[src/core/dpcc_pkg.sv]
package dpcc_pkg;

    // Register byte addresses on the 16-bit register port
    localparam logic [15:0] ADDR_DBL_CLK = 16'h5071;
    localparam logic [15:0] ADDR_BST_CLK = 16'h5072;
    localparam logic [15:0] ADDR_CORE_REG = 16'h5120;
    localparam logic [15:0] ADDR_PWR0 = 16'h5600;

    // Booster clock control field positions
    localparam int BST_GATE_BIT = 0;
    localparam int BST_SRC_LSB = 2;
    localparam int BST_DIV_LSB = 4;
    // Doubler clock control field position
    localparam int DBL_GATE_BIT = 0;
    // Core regulator control field position
    localparam int CORE_HEAVY_BIT = 5;
    // Display power control 0 field positions
    localparam int PWR_REF_ON_BIT = 0;
    localparam int PWR_REF_SEL_BIT = 1;
    localparam int PWR_REF_HEAVY_BIT = 2;
    localparam int PWR_CONTRAST_LSB = 4;
    localparam int PWR_DBL_ON_BIT = 8;
    localparam int PWR_DBL_BYPASS_BIT = 9;

    // Reset values
    localparam logic [1:0] SRC_RESET = 2'h0;
    localparam logic [2:0] DIV_RESET = 3'h0;
    localparam logic [3:0] CONTRAST_RESET = 4'h7;

    // Booster source encodings
    localparam logic [1:0] SRC_INTERNAL_HF = 2'h0;
    localparam logic [1:0] SRC_LOW_SPEED = 2'h1;
    localparam logic [1:0] SRC_PRIMARY_HF = 2'h2;

    // Oscillator input lanes in the synchroniser bank
    localparam int OSC_LANES = 4;
    localparam int LANE_INTERNAL = 0;
    localparam int LANE_PRIMARY = 1;
    localparam int LANE_LOW = 2;
    localparam int LANE_DOUBLER = 3;

    // Analogue control levels, all held in flip-flops
    typedef struct packed {
        logic core_reg_heavy_load;
        logic doubler_bypass;
        logic doubler_on;
        logic [3:0] ref_contrast;
        logic ref_heavy_load;
        logic ref_level_sel;
        logic ref_regulator_on;
    } dpcc_analog_type;

endpackage : dpcc_pkg

[src/core/dpcc_top.sv]
`timescale 1ns/1ps
// Contract
// Booster gate 1 passes divided clock
// Source field selects booster oscillator
// Internal oscillator divide codes 2..5
// Primary oscillator divide codes 1..5
// Low-speed oscillator divide codes 0..3
// Software clears booster gate when idle
// Doubler gate 1 delivers doubler clock
// Software clears doubler gate when idle
// Core bit 5 sets heavy load
// Bypass bit shorts doubler input/output
// Contrast field drives reference level
// Bit 2 sets reference heavy load
// Reserved bits read zero, writes ignored
// Bit 8 turns doubler on
// Running doubler is never shorted
// Bit 1 selects reference level
// Bit 0 turns reference regulator on
module dpcc_top (
    input wire logic i_clock,
    input wire logic i_rst_n,
    input wire logic [15:0] i_addr,
    input wire logic [15:0] i_wdata,
    input wire logic i_wr,
    input wire logic i_rd,
    input wire logic i_internal_hf_osc,
    input wire logic i_primary_hf_osc,
    input wire logic i_low_speed_osc,
    input wire logic i_doubler_src_clk,
    output logic [15:0] o_rdata,
    output logic o_booster_clk,
    output logic o_doubler_clk,
    output dpcc_pkg::dpcc_analog_type o_analog
);
    import dpcc_pkg::*;

    // Exponent of the divide ratio, bit 4 marks a legal combination
    function automatic logic [4:0] dpcc_rate(input logic [1:0] src, input logic [2:0] div);
        logic [4:0] r;
        r = 5'h00;
        case (src)
            SRC_INTERNAL_HF:
            begin
                // Codes 2..5 give 1/16 .. 1/128
                if (div >= 3'h2 && div <= 3'h5) r = {1'b1, 4'(div) + 4'h2};
            end
            SRC_PRIMARY_HF:
            begin
                // Codes 1..5 give 1/16 .. 1/256
                // Widened before the add, code 5 would wrap in three bits
                if (div >= 3'h1 && div <= 3'h5) r = {1'b1, 4'(div) + 4'h3};
            end
            SRC_LOW_SPEED:
            begin
                // Codes 0..3 give 1/1 .. 1/8
                if (div <= 3'h3) r = {1'b1, 1'b0, div};
            end
            default:
            begin
                // Reserved source never produces a clock
                r = 5'h00;
            end
        endcase
        return r;
    endfunction : dpcc_rate

    // Register storage
    logic bst_gate_q; // Booster clock gate
    logic [1:0] bst_src_q; // Booster source select
    logic [2:0] bst_div_q; // Booster divide select
    logic dbl_gate_q; // Doubler clock gate
    logic core_heavy_q; // Core and oscillator heavy load
    logic dbl_bypass_q; // Doubler short request
    logic dbl_on_q; // Doubler enable
    logic [3:0] contrast_q; // Reference contrast level
    logic ref_heavy_q; // Reference heavy load
    logic ref_sel_q; // Reference level select
    logic ref_on_q; // Reference regulator enable

    // Address decode
    wire logic hit_dbl = (i_addr == ADDR_DBL_CLK);
    wire logic hit_bst = (i_addr == ADDR_BST_CLK);
    wire logic hit_core = (i_addr == ADDR_CORE_REG);
    wire logic hit_pwr = (i_addr == ADDR_PWR0);
    wire logic wr_dbl = i_wr && hit_dbl;
    wire logic wr_bst = i_wr && hit_bst;
    wire logic wr_core = i_wr && hit_core;
    wire logic wr_pwr = i_wr && hit_pwr;

    // Read images, reserved positions tied to zero
    wire logic [15:0] img_dbl = {15'h0000, dbl_gate_q};
    wire logic [15:0] img_bst = {8'h00, 1'b0, bst_div_q, bst_src_q, 1'b0, bst_gate_q};
    wire logic [15:0] img_core = {10'h000, core_heavy_q, 5'h00};
    wire logic [15:0] img_pwr = {6'h00, dbl_bypass_q, dbl_on_q, contrast_q, 1'b0, ref_heavy_q,
        ref_sel_q, ref_on_q};
    // Unmapped addresses read as zero
    wire logic [15:0] rdata_d = !i_rd ? 16'h0000 :
        hit_dbl ? img_dbl :
        hit_bst ? img_bst :
        hit_core ? img_core :
        hit_pwr ? img_pwr : 16'h0000;

    // Clock control registers; only named fields are stored
    always_ff @(posedge i_clock or negedge i_rst_n)
    begin
        if (!i_rst_n)
        begin
            bst_gate_q <= 1'b0;
            bst_src_q <= SRC_RESET;
            bst_div_q <= DIV_RESET;
            dbl_gate_q <= 1'b0;
        end
        else
        begin
            // Booster clock control
            if (wr_bst)
            begin
                bst_gate_q <= i_wdata[BST_GATE_BIT];
                bst_src_q <= i_wdata[BST_SRC_LSB +: 2];
                bst_div_q <= i_wdata[BST_DIV_LSB +: 3];
            end
            // Doubler clock control
            if (wr_dbl)
            begin
                dbl_gate_q <= i_wdata[DBL_GATE_BIT];
            end
        end
    end

    // Power control registers
    always_ff @(posedge i_clock or negedge i_rst_n)
    begin
        if (!i_rst_n)
        begin
            core_heavy_q <= 1'b0;
            dbl_bypass_q <= 1'b0;
            dbl_on_q <= 1'b0;
            contrast_q <= CONTRAST_RESET;
            ref_heavy_q <= 1'b0;
            ref_sel_q <= 1'b0;
            ref_on_q <= 1'b0;
        end
        else
        begin
            // Core regulator control
            if (wr_core)
            begin
                core_heavy_q <= i_wdata[CORE_HEAVY_BIT];
            end
            // Display power control 0
            if (wr_pwr)
            begin
                dbl_bypass_q <= i_wdata[PWR_DBL_BYPASS_BIT];
                dbl_on_q <= i_wdata[PWR_DBL_ON_BIT];
                contrast_q <= i_wdata[PWR_CONTRAST_LSB +: 4];
                ref_heavy_q <= i_wdata[PWR_REF_HEAVY_BIT];
                ref_sel_q <= i_wdata[PWR_REF_SEL_BIT];
                ref_on_q <= i_wdata[PWR_REF_ON_BIT];
            end
        end
    end

    // Oscillator pins come from foreign clocks
    wire logic [OSC_LANES-1:0] osc_raw = {i_doubler_src_clk, i_low_speed_osc, i_primary_hf_osc,
        i_internal_hf_osc};
    logic [OSC_LANES-1:0] osc_level; // Filtered oscillator levels

    // Three-stage synchroniser, level moves when stages one and two agree
    genvar g;
    generate
        for (g = 0; g < OSC_LANES; g++)
        begin : g_sync
            logic [2:0] sync_q; // Stage 0 feeds only stage 1
            logic level_q; // Accepted level
            always_ff @(posedge i_clock or negedge i_rst_n)
            begin
                if (!i_rst_n)
                begin
                    sync_q <= 3'h0;
                    level_q <= 1'b0;
                end
                else
                begin
                    sync_q <= {sync_q[1:0], osc_raw[g]};
                    // A one-sample glitch never reaches the divider
                    if (sync_q[1] == sync_q[2]) level_q <= sync_q[2];
                end
            end
            assign osc_level[g] = level_q;
        end
    endgenerate

    // Source mux; the reserved code selects nothing
    wire logic src_level = (bst_src_q == SRC_INTERNAL_HF) ? osc_level[LANE_INTERNAL] :
        (bst_src_q == SRC_PRIMARY_HF) ? osc_level[LANE_PRIMARY] :
        (bst_src_q == SRC_LOW_SPEED) ? osc_level[LANE_LOW] : 1'b0;
    wire logic [4:0] rate = dpcc_rate(bst_src_q, bst_div_q);
    wire logic rate_ok = rate[4];
    wire logic [3:0] rate_exp = rate[3:0];
    // Divider runs only while gated on and legal, saving current otherwise
    wire logic div_run = bst_gate_q && rate_ok;
    // Rising edges of the source to toggle on every half period
    wire logic [7:0] half_m1 = (rate_exp == 4'h0) ? 8'h00 :
        8'((9'h001 << (rate_exp - 4'h1)) - 9'h001);

    logic src_prev_q; // Previous source level
    logic [7:0] cnt_q; // Edge counter within a half period
    logic div_out_q; // Divided clock level
    wire logic src_rise = src_level && !src_prev_q;
    wire logic cnt_wrap = src_rise && (cnt_q == half_m1);
    // Counter restarts on any booster write so a new ratio starts clean
    wire logic [7:0] cnt_d = (!div_run || wr_bst) ? 8'h00 :
        cnt_wrap ? 8'h00 :
        src_rise ? 8'(cnt_q + 8'h01) : cnt_q;
    wire logic div_out_d = (!div_run || wr_bst) ? 1'b0 :
        cnt_wrap ? !div_out_q : div_out_q;
    // Ratio 1/1 forwards the filtered source level
    wire logic bst_clk_d = !div_run ? 1'b0 :
        (rate_exp == 4'h0) ? src_level : div_out_q;
    // Doubler clock is blocked while the gate is clear
    wire logic dbl_clk_d = dbl_gate_q && osc_level[LANE_DOUBLER];

    // Divider state
    always_ff @(posedge i_clock or negedge i_rst_n)
    begin
        if (!i_rst_n)
        begin
            src_prev_q <= 1'b0;
            cnt_q <= 8'h00;
            div_out_q <= 1'b0;
        end
        else
        begin
            src_prev_q <= src_level;
            cnt_q <= cnt_d;
            div_out_q <= div_out_d;
        end
    end

    // Analogue levels; bypass is withheld while the doubler runs
    dpcc_analog_type analog_d;
    assign analog_d = '{
        core_reg_heavy_load: core_heavy_q,
        doubler_bypass: dbl_bypass_q && !dbl_on_q,
        doubler_on: dbl_on_q,
        ref_contrast: contrast_q,
        ref_heavy_load: ref_heavy_q,
        ref_level_sel: ref_sel_q,
        ref_regulator_on: ref_on_q
    };

    // Output flops
    always_ff @(posedge i_clock or negedge i_rst_n)
    begin
        if (!i_rst_n)
        begin
            o_rdata <= 16'h0000;
            o_booster_clk <= 1'b0;
            o_doubler_clk <= 1'b0;
            o_analog <= '{ref_contrast: CONTRAST_RESET, default: 1'b0};
        end
        else
        begin
            o_rdata <= rdata_d;
            o_booster_clk <= bst_clk_d;
            o_doubler_clk <= dbl_clk_d;
            o_analog <= analog_d;
        end
    end
endmodule : dpcc_top

[config.mk]
export PLATFORM = sky130hd
export DESIGN_NAME = dpcc_top
export DESIGN_NICKNAME = d
export VERILOG_FILES = /design/src/core/dpcc_pkg.sv /design/src/core/dpcc_top.sv
export SDC_FILE = /design/constraint.sdc
export NUM_CORES = 1
export LEC_CHECK = 0
export BUFFER_PORTS_ARGS = -buffer_cell sky130_fd_sc_hd__buf_2
export CORE_MARGIN = 1
export CORE_UTILIZATION = 55
export DETAILED_ROUTE_END_ITERATION = 10
export PLACE_DENSITY = 0.79
export SLEW_MARGIN = 20
export SYNTH_ARGS = -nofsm -noshare
export SYNTH_HDL_FRONTEND = slang
export SYNTH_SLANG_ARGS = --single-unit
[constraint.sdc]
create_clock -name i_clock -period 5.1 [get_ports i_clock]
set_input_delay 1.02 -clock i_clock [delete_from_list [all_inputs] [get_ports i_clock]]
set_output_delay 1.02 -clock i_clock [all_outputs]
set_load 0.01 [all_outputs]
==> impl_metrics.toml, run 1 <==
[clock_network]
h-tree-depth = 3
cts_hold_buffers = 0
numCtsBuffers = 9
cts_resized = 0
cts_max_path_buffers = 2
tritoncts = "built"
clock_latency_ns = 0.33
clock_sinks = 65
post_cts_buffers = 0
path_clk_slew_ns = 0.06
root_buffer = "clkbuf_8"

[finish]
area_growth_pct = 13.6
mostFrequentLayoutCell = "dfrtp_1"
fillers = 471
diodes = 0
final_nets = 427
final_cell_mix = "dfrtp_1, buf_2, nand2_1"
design_area_um2 = 4030
final_layout_size_suffix_gt1_share_pct = 33.9

[drt]
avgRoutedWirePerCell_um = 15.9
viasPerCell = 5.84
postRouteWirelength_um = 7260
drt_iter0_drc = 111
postRouteAntennaNets = 0
dr.pass1.iters = 5
vias = 2665
drc = 0

[setup_path]
crit_family = "simple AND/OR/NAND/NOR gates"
r2r.worst_path.cells = 14
crit_fanout = 14
cp.required_ns = 5.31
path_depth = 14
cp.buffers_inverters = 1
arrival_ns = 4.78
cp_common_cell = "ha_1"
r2r_start = "bst_div_q[1]"
crit_path_end_kind = "flop"
crit_type = "flop to flop"
crit_slowest_cell = "ha_1"
max_stage_delay_ns = 0.53
critPathLaunch = "bst_div_q[1]"
cp-start-kind = "flop"
cp_cell_sequence = "inv_1 > ha_1 > a311oi_1 > o21ai_2 > nand3_2 > or2_2 > ha_1 > nand2b_1 > o21ba_2 > a21oi_2 > nand3_1 > or3b_4 > nor4_4 > mux2_1"

[floorplanning]
fp.dieArea_um2 = 6770
dieHeight_um = 82.3
pin_count = 68
start_util_pct = 58.5
rows = 28
core-area_um2 = 6060
die_w_um = 82.3

[synthesis]
synth-edff-count = 0
yosysSeqAreaShare_pct = 46.1
async_flop_share_pct = 100
synth-main-ff-cell = "dfrtp_1"
yosys.cell_types.count = 81
syn-cell-area_um2 = 3540
post-synth-top-area-cell = "dfrtp_1"
yosys.area.top_type_share_pct = 41.7
synthCells = 319
yosys_register_bits = 65
yosys_warnings = 0
syn_area_per_cell_um2 = 11.1
synth.area.top_cells = "dfrtp_1, mux2_2, dfstp_2, ha_1, nand2_1"

[sta]
tns_ns = 0
skew_ns = 0.00744
rsz0062_at_grt = "false"
tightestPinTransition_ns = 0.774
finalMaxSlewViolations = 0
whs_ns = 0.348
fmax_mhz = 219
min_period_ns = 4.57
slew_headroom_pct = 48.4
finalHoldViolCount = 0
post-route-period-util_pct = 89.5
setup_violations = 0

[min_path]
hold_depth = 0
hold_class = "flop to flop"
min-delay-start = "g_sync[2].sync_q[0]"

[power]
ir_drop_mv = 0.266
powerDensity_nw_per_um2 = 239
total_power_mw = 0.963
power.leakage_nw = 1.85

[status]
status = "complete, no violations"

[placement]
dp_hpwl_um = 5260
dpl_cell_area_um2 = 3850
gp_congestion = 0.930
port_buffers = 55

[global_routing]
grt-busiest-layer = "met2"
grtUsageTotal_pct = 24.4
grt_use_met3_pct = 6.37
gr-total-overflow = 0
antenna_found_initial = 0
grt_pass1_wl_um = 12200
first_global_vias = 2680
use_met1_pct = 29.6
use_met2_pct = 39.5
grt_max_degree = 66

[job]
cap_violations = 0
==> synthesized netlist by cell type, types with 2 or more instances <==
cell type,instances
dfrtp_1,59
nand2_1,22
nor2_1,18
mux2_2,17
ha_1,11
inv_1,9
nand3_1,9
a21oi_1,8
and2_1,7
and3_1,7
buf_4,7
nor3_1,7
clkbuf_1,6
dfstp_2,6
nor3_2,6
xor2_1,6
nand2b_1,5
nor4_1,5
o21ai_0,5
a31oi_1,4
buf_2,4
maj3_1,4
or3_1,4
a22oi_1,3
buf_6,3
nand4_1,3
nor2b_1,3
xnor2_1,3
a211oi_1,2
a221oi_2,2
a311oi_2,2
a32oi_1,2
and4_1,2
mux2i_1,2
nand4b_1,2
nor4_4,2
nor4b_1,2
o21a_1,2
o21ai_1,2
o21ba_2,2
o21bai_1,2
o22ai_1,2
or3b_4,2
==> worst reg2reg max path: cells and delay by family (launching register included) <==
family,cells,cell delay (ns)
AO/OA/AOI/OAI,4,1.07
buffers and inverters,1,0.26
adder cells (fa/ha/maj),2,0.83
multiplexers,1,0.35
AND/OR/NAND/NOR,6,1.48
flip-flops,1,0.46
==> registers in the layout, indices dropped and copies added, names as in the netlist <==
| register | count |
|---|---|
| g_sync.sync_q | 12 |
| o_analog | 10 |
| o_rdata | 10 |
| cnt_q | 8 |
| contrast_q | 4 |
| g_sync.level_q | 4 |
| bst_div_q | 3 |
| bst_src_q | 2 |
| bst_gate_q | 1 |
| core_heavy_q | 1 |
| dbl_bypass_q | 1 |
| dbl_gate_q | 1 |
| dbl_on_q | 1 |
| div_out_q | 1 |
| o_booster_clk | 1 |
| o_doubler_clk | 1 |
| ref_heavy_q | 1 |
| ref_on_q | 1 |
| ref_sel_q | 1 |
| src_prev_q | 1 |
==> final cells by class <==
class / instances / area [µm²] / share of cell area (%)
clock buffers: 13 / 159 / 3.95
clock inverters: 3 / 17.5 / 0.435
inverters: 9 / 33.8 / 0.839
multi-input cells: 230 / 1770 / 43.9
flip-flops and latches: 65 / 1630 / 40.6
well taps: 75 / 93.8 / 2.33
repair buffers: 61 / 320 / 7.96
==> cell families (layout without fill, tap and decap cells) <==
family | after synthesis | after routing | share of synthesized area, %
fa+ha+maj | 15 | 15 | 5.01
mux | 20 | 20 | 6.28
xor+xnor | 9 | 9 | 2.22
flops | 65 | 65 | 46.1
other cells | 1 | 6 | 0.106
buf+inv | 29 | 86 | 4.59
simple gates | 120 | 120 | 21.0
compound gates | 60 | 60 | 14.6
==> report_power, final <==
part / internal (mW) / switching [mW]
clock: 0.202 / 0.182
sequential: 0.525 / 0.00399
combinational: 0.0218 / 0.0288
total: 0.748 / 0.215
==> worst paths after layout <==
| path | to | slack, ns |
|---|---|---|
| setup reg to reg | div_out_q | 0.53 |
| setup / recovery | div_out_q | 0.53 |
| max in group asynchronous | o_analog[2] | 3.74 |
| min in group asynchronous | dbl_on_q | 0.84 |
| hold reg to reg | g_sync[2].sync_q[1] | 0.35 |
| hold / removal | g_sync[2].sync_q[1] | 0.35 |
==> metal layers <==
layer  vias to the layer above  part of all wire (%)
met1                      1289                    43
met3                        20                   5.3
li1                       1276                     -
met2                        80                    49
met5                         -                     0
met4                         0                   2.9
==> metrics by stage <==
step / util [%] / setup WS, ns / std cells
finish: 66.4 / 0.534 / 456
global route: 66.4 / 0.252 / 456
CTS: 66.4 / 0.538 / 456
detailed placement: 63.5 / 0.566 / 440
global placement: 63.5 / 0.675 / 440
floorplan: - / 1.31 / 324
No activity file was read; power rests on OpenSTA's default activity.
==> run 2: changes to the inputs <==
--- a/config.mk
+++ b/config.mk
@@ -9,7 +9,7 @@
 export CORE_MARGIN = 1
 export CORE_UTILIZATION = 55
 export DETAILED_ROUTE_END_ITERATION = 10
-export PLACE_DENSITY = 0.79
+export PLACE_DENSITY = 0.84
 export SLEW_MARGIN = 20
 export SYNTH_ARGS = -nofsm -noshare
 export SYNTH_HDL_FRONTEND = slang
==> run 2 against run 1 <==
Compared with the run above: cell count is 0.22% higher; non-clock buffer count up 1; register-to-register slack worse by 0.05 ns; die area unchanged; routed wire length rose by 0.26%; design area is 0.50% higher; clock power increased by 8.1%; sequential share of layout area fell by 0.20 points; clock-buffer cell count did not move; combinational power about the same; worst setup slack lost 0.053 ns; via count up 1.5%; critical path type unchanged; highest routed layer unchanged.
==> impl_metrics.toml, run 2 (synthesized netlist as in run 1, its figures left out) <==
[status]
status = "complete, no violations"

[floorplanning]
core-area_um2 = 6060
start_util_pct = 58.5
rows = 28
dieHeight_um = 82.3
fp.dieArea_um2 = 6770
pin_count = 68
die_w_um = 82.3

[setup_path]
worst_r2r_endpoint = "div_out_q"
crit_path_end_kind = "flop"
cp.required_ns = 5.32
crit_fanout = 12
r2r.worst_path.cells = 14
path_depth = 14
max_stage_delay_ns = 0.66
cp.buffers_inverters = 1
arrival_ns = 4.84
crit_family = "simple AND/OR/NAND/NOR gates"
cp-start-kind = "flop"
reg2reg_slack_ns = 0.48
crit_type = "flop to flop"
cp_cell_sequence = "inv_1 > ha_1 > nand4_1 > a32oi_1 > nand2_1 > or3_1 > ha_1 > nand2b_1 > o21ba_2 > a21oi_2 > nand3_1 > or3b_4 > nor4_4 > mux2_1"
crit_slowest_cell = "a32oi_1"
cp_common_cell = "ha_1"
r2r_start = "bst_div_q[2]"

[finish]
largest_registers = "g_sync.sync_q: 12 flops, o_analog: 10 flops, o_rdata: 10 flops"
final_cell_mix = "dfrtp_1, buf_2, nand2_1"
finish.utilization_pct = 66.7
largest_reg_flops = 12
diodes = 0
final_layout_size_suffix_gt1_share_pct = 33.8
largest_register = "g_sync.sync_q"
layoutNonFillerInstCount = 457
multi_input_comb_area_um2 = 1770
final_nets = 428
sequential_cell_area_um2 = 1630
mostFrequentLayoutCell = "dfrtp_1"
fillers = 457
area_growth_pct = 14.1
design_area_um2 = 4050

[job]
cap_violations = 0

[placement]
dp_hpwl_um = 5370
dpl_cell_area_um2 = 3860
numPlacedInstances = 441
gp_congestion = 0.878
port_buffers = 55

[sta]
finalHoldViolCount = 0
finalMaxSlewViolations = 0
skew_ns = 0.00760
setup_violations = 0
slew_headroom_pct = 48.0
tightestPinTransition_ns = 0.780
fmax_mhz = 217
min_period_ns = 4.62
tns_ns = 0
rsz0062_at_grt = "false"
post-route-period-util_pct = 90.6

[clock_network]
tritoncts = "built"
cts_max_path_buffers = 2
clock_sinks = 65
h-tree-depth = 3
post_cts_buffers = 0
numCtsBuffers = 9
clock_latency_ns = 0.33
path_clk_slew_ns = 0.06
cts_hold_buffers = 0
root_buffer = "clkbuf_8"
cts_resized = 0

[drt]
vias = 2704
drt_iter0_drc = 129
avgRoutedWirePerCell_um = 15.9
drc = 0
viasPerCell = 5.92
postRouteWirelength_um = 7280
dr.pass1.iters = 4
postRouteAntennaNets = 0

[power]
power.leakage_nw = 1.86
ir_drop_mv = 0.264
total_power_mw = 0.993
powerDensity_nw_per_um2 = 246

[global_routing]
use_met2_pct = 39.7
gr-total-overflow = 0
grt-busiest-layer = "met2"
first_global_vias = 2683
antenna_found_initial = 0
grtUsageTotal_pct = 24.5
use_met1_pct = 30.7
grt_max_degree = 66
grt_pass1_wl_um = 12300
grt_use_met3_pct = 6.92

[min_path]
min-delay-start = "g_sync[3].sync_q[0]"
hold_class = "flop to flop"
hold_depth = 0
hold_end = "g_sync[3].sync_q[1]"
[run 2: stage by stage]
step	worst slack (ns)	hold WS, ns
floorplan	1.31	0.331
global placement	0.645	0.332
detailed placement	0.556	0.337
CTS	0.548	0.351
global route	0.121	0.353
finish	0.481	0.349
[run 2: per-layer routing]
layer	part of all wire (%)	routed length, µm
met5	0	0
met4	1.5	112
met2	49	3570
met1	43	3130
met3	6.4	467
[run 2: final cells by class]
cell class / instances / share of cell area (%)
tap: 75 / 2.32
inverter: 9 / 0.835
multi-input combinational: 230 / 43.7
timing repair buffer: 62 / 8.10
sequential: 65 / 40.4
clock buffer: 13 / 3.68
clock inverter: 3 / 0.990
[run 2: power by group]
group,total (mW),internal [mW],switching (mW)
Clock,0.414,0.238,0.176
Combinational,0.0506,0.0218,0.0287
Sequential,0.529,0.525,0.00398
[run 2: worst max path at each step]
| stage | startpoint | to | slack (ns) |
|---|---|---|---|
| after floorplan | bst_div_q[1] | cnt_q[2] | 1.31 |
| after global placement | bst_div_q[2] | div_out_q | 0.65 |
| after detailed placement | bst_div_q[2] | div_out_q | 0.56 |
| after CTS | bst_div_q[2] | div_out_q | 0.55 |
| after global routing | bst_div_q[2] | div_out_q | 0.12 |
| final | bst_div_q[2] | div_out_q | 0.48 |
==> run 3: changes to the inputs <==
--- a/config.mk
+++ b/config.mk
@@ -7,9 +7,9 @@
 export LEC_CHECK = 0
 export BUFFER_PORTS_ARGS = -buffer_cell sky130_fd_sc_hd__buf_2
 export CORE_MARGIN = 1
-export CORE_UTILIZATION = 55
+export CORE_UTILIZATION = 45
 export DETAILED_ROUTE_END_ITERATION = 10
-export PLACE_DENSITY = 0.84
+export PLACE_DENSITY = 0.72
 export SLEW_MARGIN = 20
 export SYNTH_ARGS = -nofsm -noshare
 export SYNTH_HDL_FRONTEND = slang
==> run 3 against run 2 <==
Compared with the run above: flip-flop and latch count stayed put; utilization shrank 12 points; power grew 1.6%; clock skew rose by 0.0015 ns; worst setup slack got worse by 0.017 ns; design area rose by 0.93%; cell count increased by 5.0%; register-to-register slack got worse by 0.02 ns; sequential share of layout area is 0.37 points lower; global-route usage decreased by 6.5 points; critical path type unchanged; largest cell class unchanged.
==> impl_metrics.toml, run 3 (synthesized netlist as in run 1, its figures left out) <==
[drt]
drt_iter0_drc = 183
highest_layer = "met4"
vias = 2639
wl_met2_um = 3370
wl_met1_um = 3240
avgRoutedWirePerCell_um = 14.7
wl_met3_um = 327
viasPerCell = 5.50
postRouteAntennaNets = 0
postRouteWirelength_um = 7050
drc = 0
dr.pass1.iters = 5

[sta]
finalHoldViolCount = 0
post-route-period-util_pct = 90.9
slew_headroom_pct = 47.4
skew_ns = 0.00905
fmax_mhz = 216
finalMaxSlewViolations = 0
tns_ns = 0
setup_violations = 0
tightestPinTransition_ns = 0.789
min_period_ns = 4.64
rsz0062_at_grt = "false"

[setup_path]
r2r.worst_path.cells = 14
crit_fanout = 14
worst_r2r_endpoint = "div_out_q"
cp_common_cell = "ha_1"
reg2reg_slack_ns = 0.46
critPathLaunch = "bst_div_q[1]"
max_stage_delay_ns = 0.53
crit_family = "simple AND/OR/NAND/NOR gates"
path_depth = 14
crit_path_end_kind = "flop"
cp-start-kind = "flop"
endpoint = "div_out_q"
cp_cell_sequence = "inv_1 > ha_1 > a311oi_1 > o21ai_2 > nand3_2 > or2_2 > ha_1 > nand2b_1 > o21ba_2 > a21oi_2 > nand3_1 > or3b_4 > nor4_4 > mux2_1"
r2r_start = "bst_div_q[1]"
crit_type = "flop to flop"
cp.required_ns = 5.32
arrival_ns = 4.85
cp.buffers_inverters = 1
crit_slowest_cell = "ha_1"

[finish]
largest_reg_flops = 12
final_nets = 427
final_layout_size_suffix_gt1_share_pct = 34.4
diodes = 0
design_area_um2 = 4080
final_cell_mix = "dfrtp_1, buf_2, nand2_1"
mostFrequentLayoutCell = "dfrtp_1"
largest_register = "g_sync.sync_q"
area_growth_pct = 15.2
largest_registers = "g_sync.sync_q: 12 flops, o_analog: 10 flops, o_rdata: 10 flops"

[global_routing]
antenna_found_initial = 0
gr-total-overflow = 0
grt_max_degree = 66
grt_pass1_wl_um = 11900
grtUsageTotal_pct = 18.0
first_global_vias = 2551

[floorplanning]
start_util_pct = 47.6
core-area_um2 = 7450
die_w_um = 90.8
fp.dieArea_um2 = 8240
rows = 31
dieHeight_um = 90.8
pin_count = 68

[clock_network]
post_cts_buffers = 0
clock_sinks = 65
cts_hold_buffers = 0
cts_resized = 0
clock_latency_ns = 0.34
h-tree-depth = 3
root_buffer = "clkbuf_8"
tritoncts = "built"
path_clk_slew_ns = 0.07
numCtsBuffers = 9
cts_max_path_buffers = 2

[status]
status = "complete, no violations"

[power]
p_int_mw = 0.775
p_switching_mw = 0.233
ir_drop_mv = 0.296
sequentialPowerShare_pct = 52.3
total_power_mw = 1.01
power.share.switching_pct = 23.1
power_frac_comb_pct = 5.0
p_clk_share_pct = 42.7
powerDensity_nw_per_um2 = 247
power.leakage_nw = 1.86

[placement]
dpl_cell_area_um2 = 3880
port_buffers = 55
gp_congestion = 0.872
dp_hpwl_um = 5200

[job]
cap_violations = 0

[min_path]
hold_class = "flop to flop"
[run 3: cell count changes in the layout (fill, tap and decap cells not counted), sizes merged]
cell      change
clkbuf        -4
clkinvlp      +2
buf           -1
clkinv        +1
inv           +1
[run 3: per-layer routing]
layer	vias up	track usage, %
li1	1274	-
met1	1284	23.8
met2	69	27.8
met3	12	4.29
met4	0	8.47
met5	-	0
[run 3: power by group through the flow]
stage	logic, mW	registers [mW]	clock network (mW)
final	0.0503	0.528	0.431
after global placement	0.0498	0.538	0
after global routing	0.0564	0.529	0.468
after detailed placement	0.0512	0.538	0
after floorplan	0.0244	0.537	0
after CTS	0.0513	0.528	0.444
[run 3: worst min-delay path by stage]
| stage | startpoint | to | slack (ns) | cells past startpoint |
|---|---|---|---|---|
| 2_1_floorplan | g_sync[0].sync_q[0] | g_sync[0].sync_q[1] | 0.33 | 0 |
| 3_3_place_gp | g_sync[0].sync_q[0] | g_sync[0].sync_q[1] | 0.33 | 0 |
| 3_5_place_dp | g_sync[3].sync_q[0] | g_sync[3].sync_q[1] | 0.34 | 0 |
| 4_1_cts | g_sync[3].sync_q[0] | g_sync[3].sync_q[1] | 0.35 | 0 |
| 5_1_grt | g_sync[1].sync_q[0] | g_sync[1].sync_q[1] | 0.36 | 0 |
| 6_report | g_sync[3].sync_q[0] | g_sync[3].sync_q[1] | 0.35 | 0 |
[run 3: cell type report]
class,count,area [µm²]
Clock buffer,9,124
Clock inverter,7,80.1
Fill cell,665,3360
Inverter,9,33.8
Multi-Input combinational cell,230,1770
Sequential cell,65,1630
Tap cell,99,124
Timing Repair Buffer,61,320
[run 3: per-stage QoR]
step                setup slack, ns  std cells  hold WS (ns)  utilization, %
CTS                           0.525        480         0.353            54.8
detailed placement            0.546        464         0.337            52.1
floorplan                      1.31        324         0.331               -
global placement              0.661        464         0.332            52.1
finish                        0.464        480         0.350            54.8
global route                  0.211        480         0.358            54.8
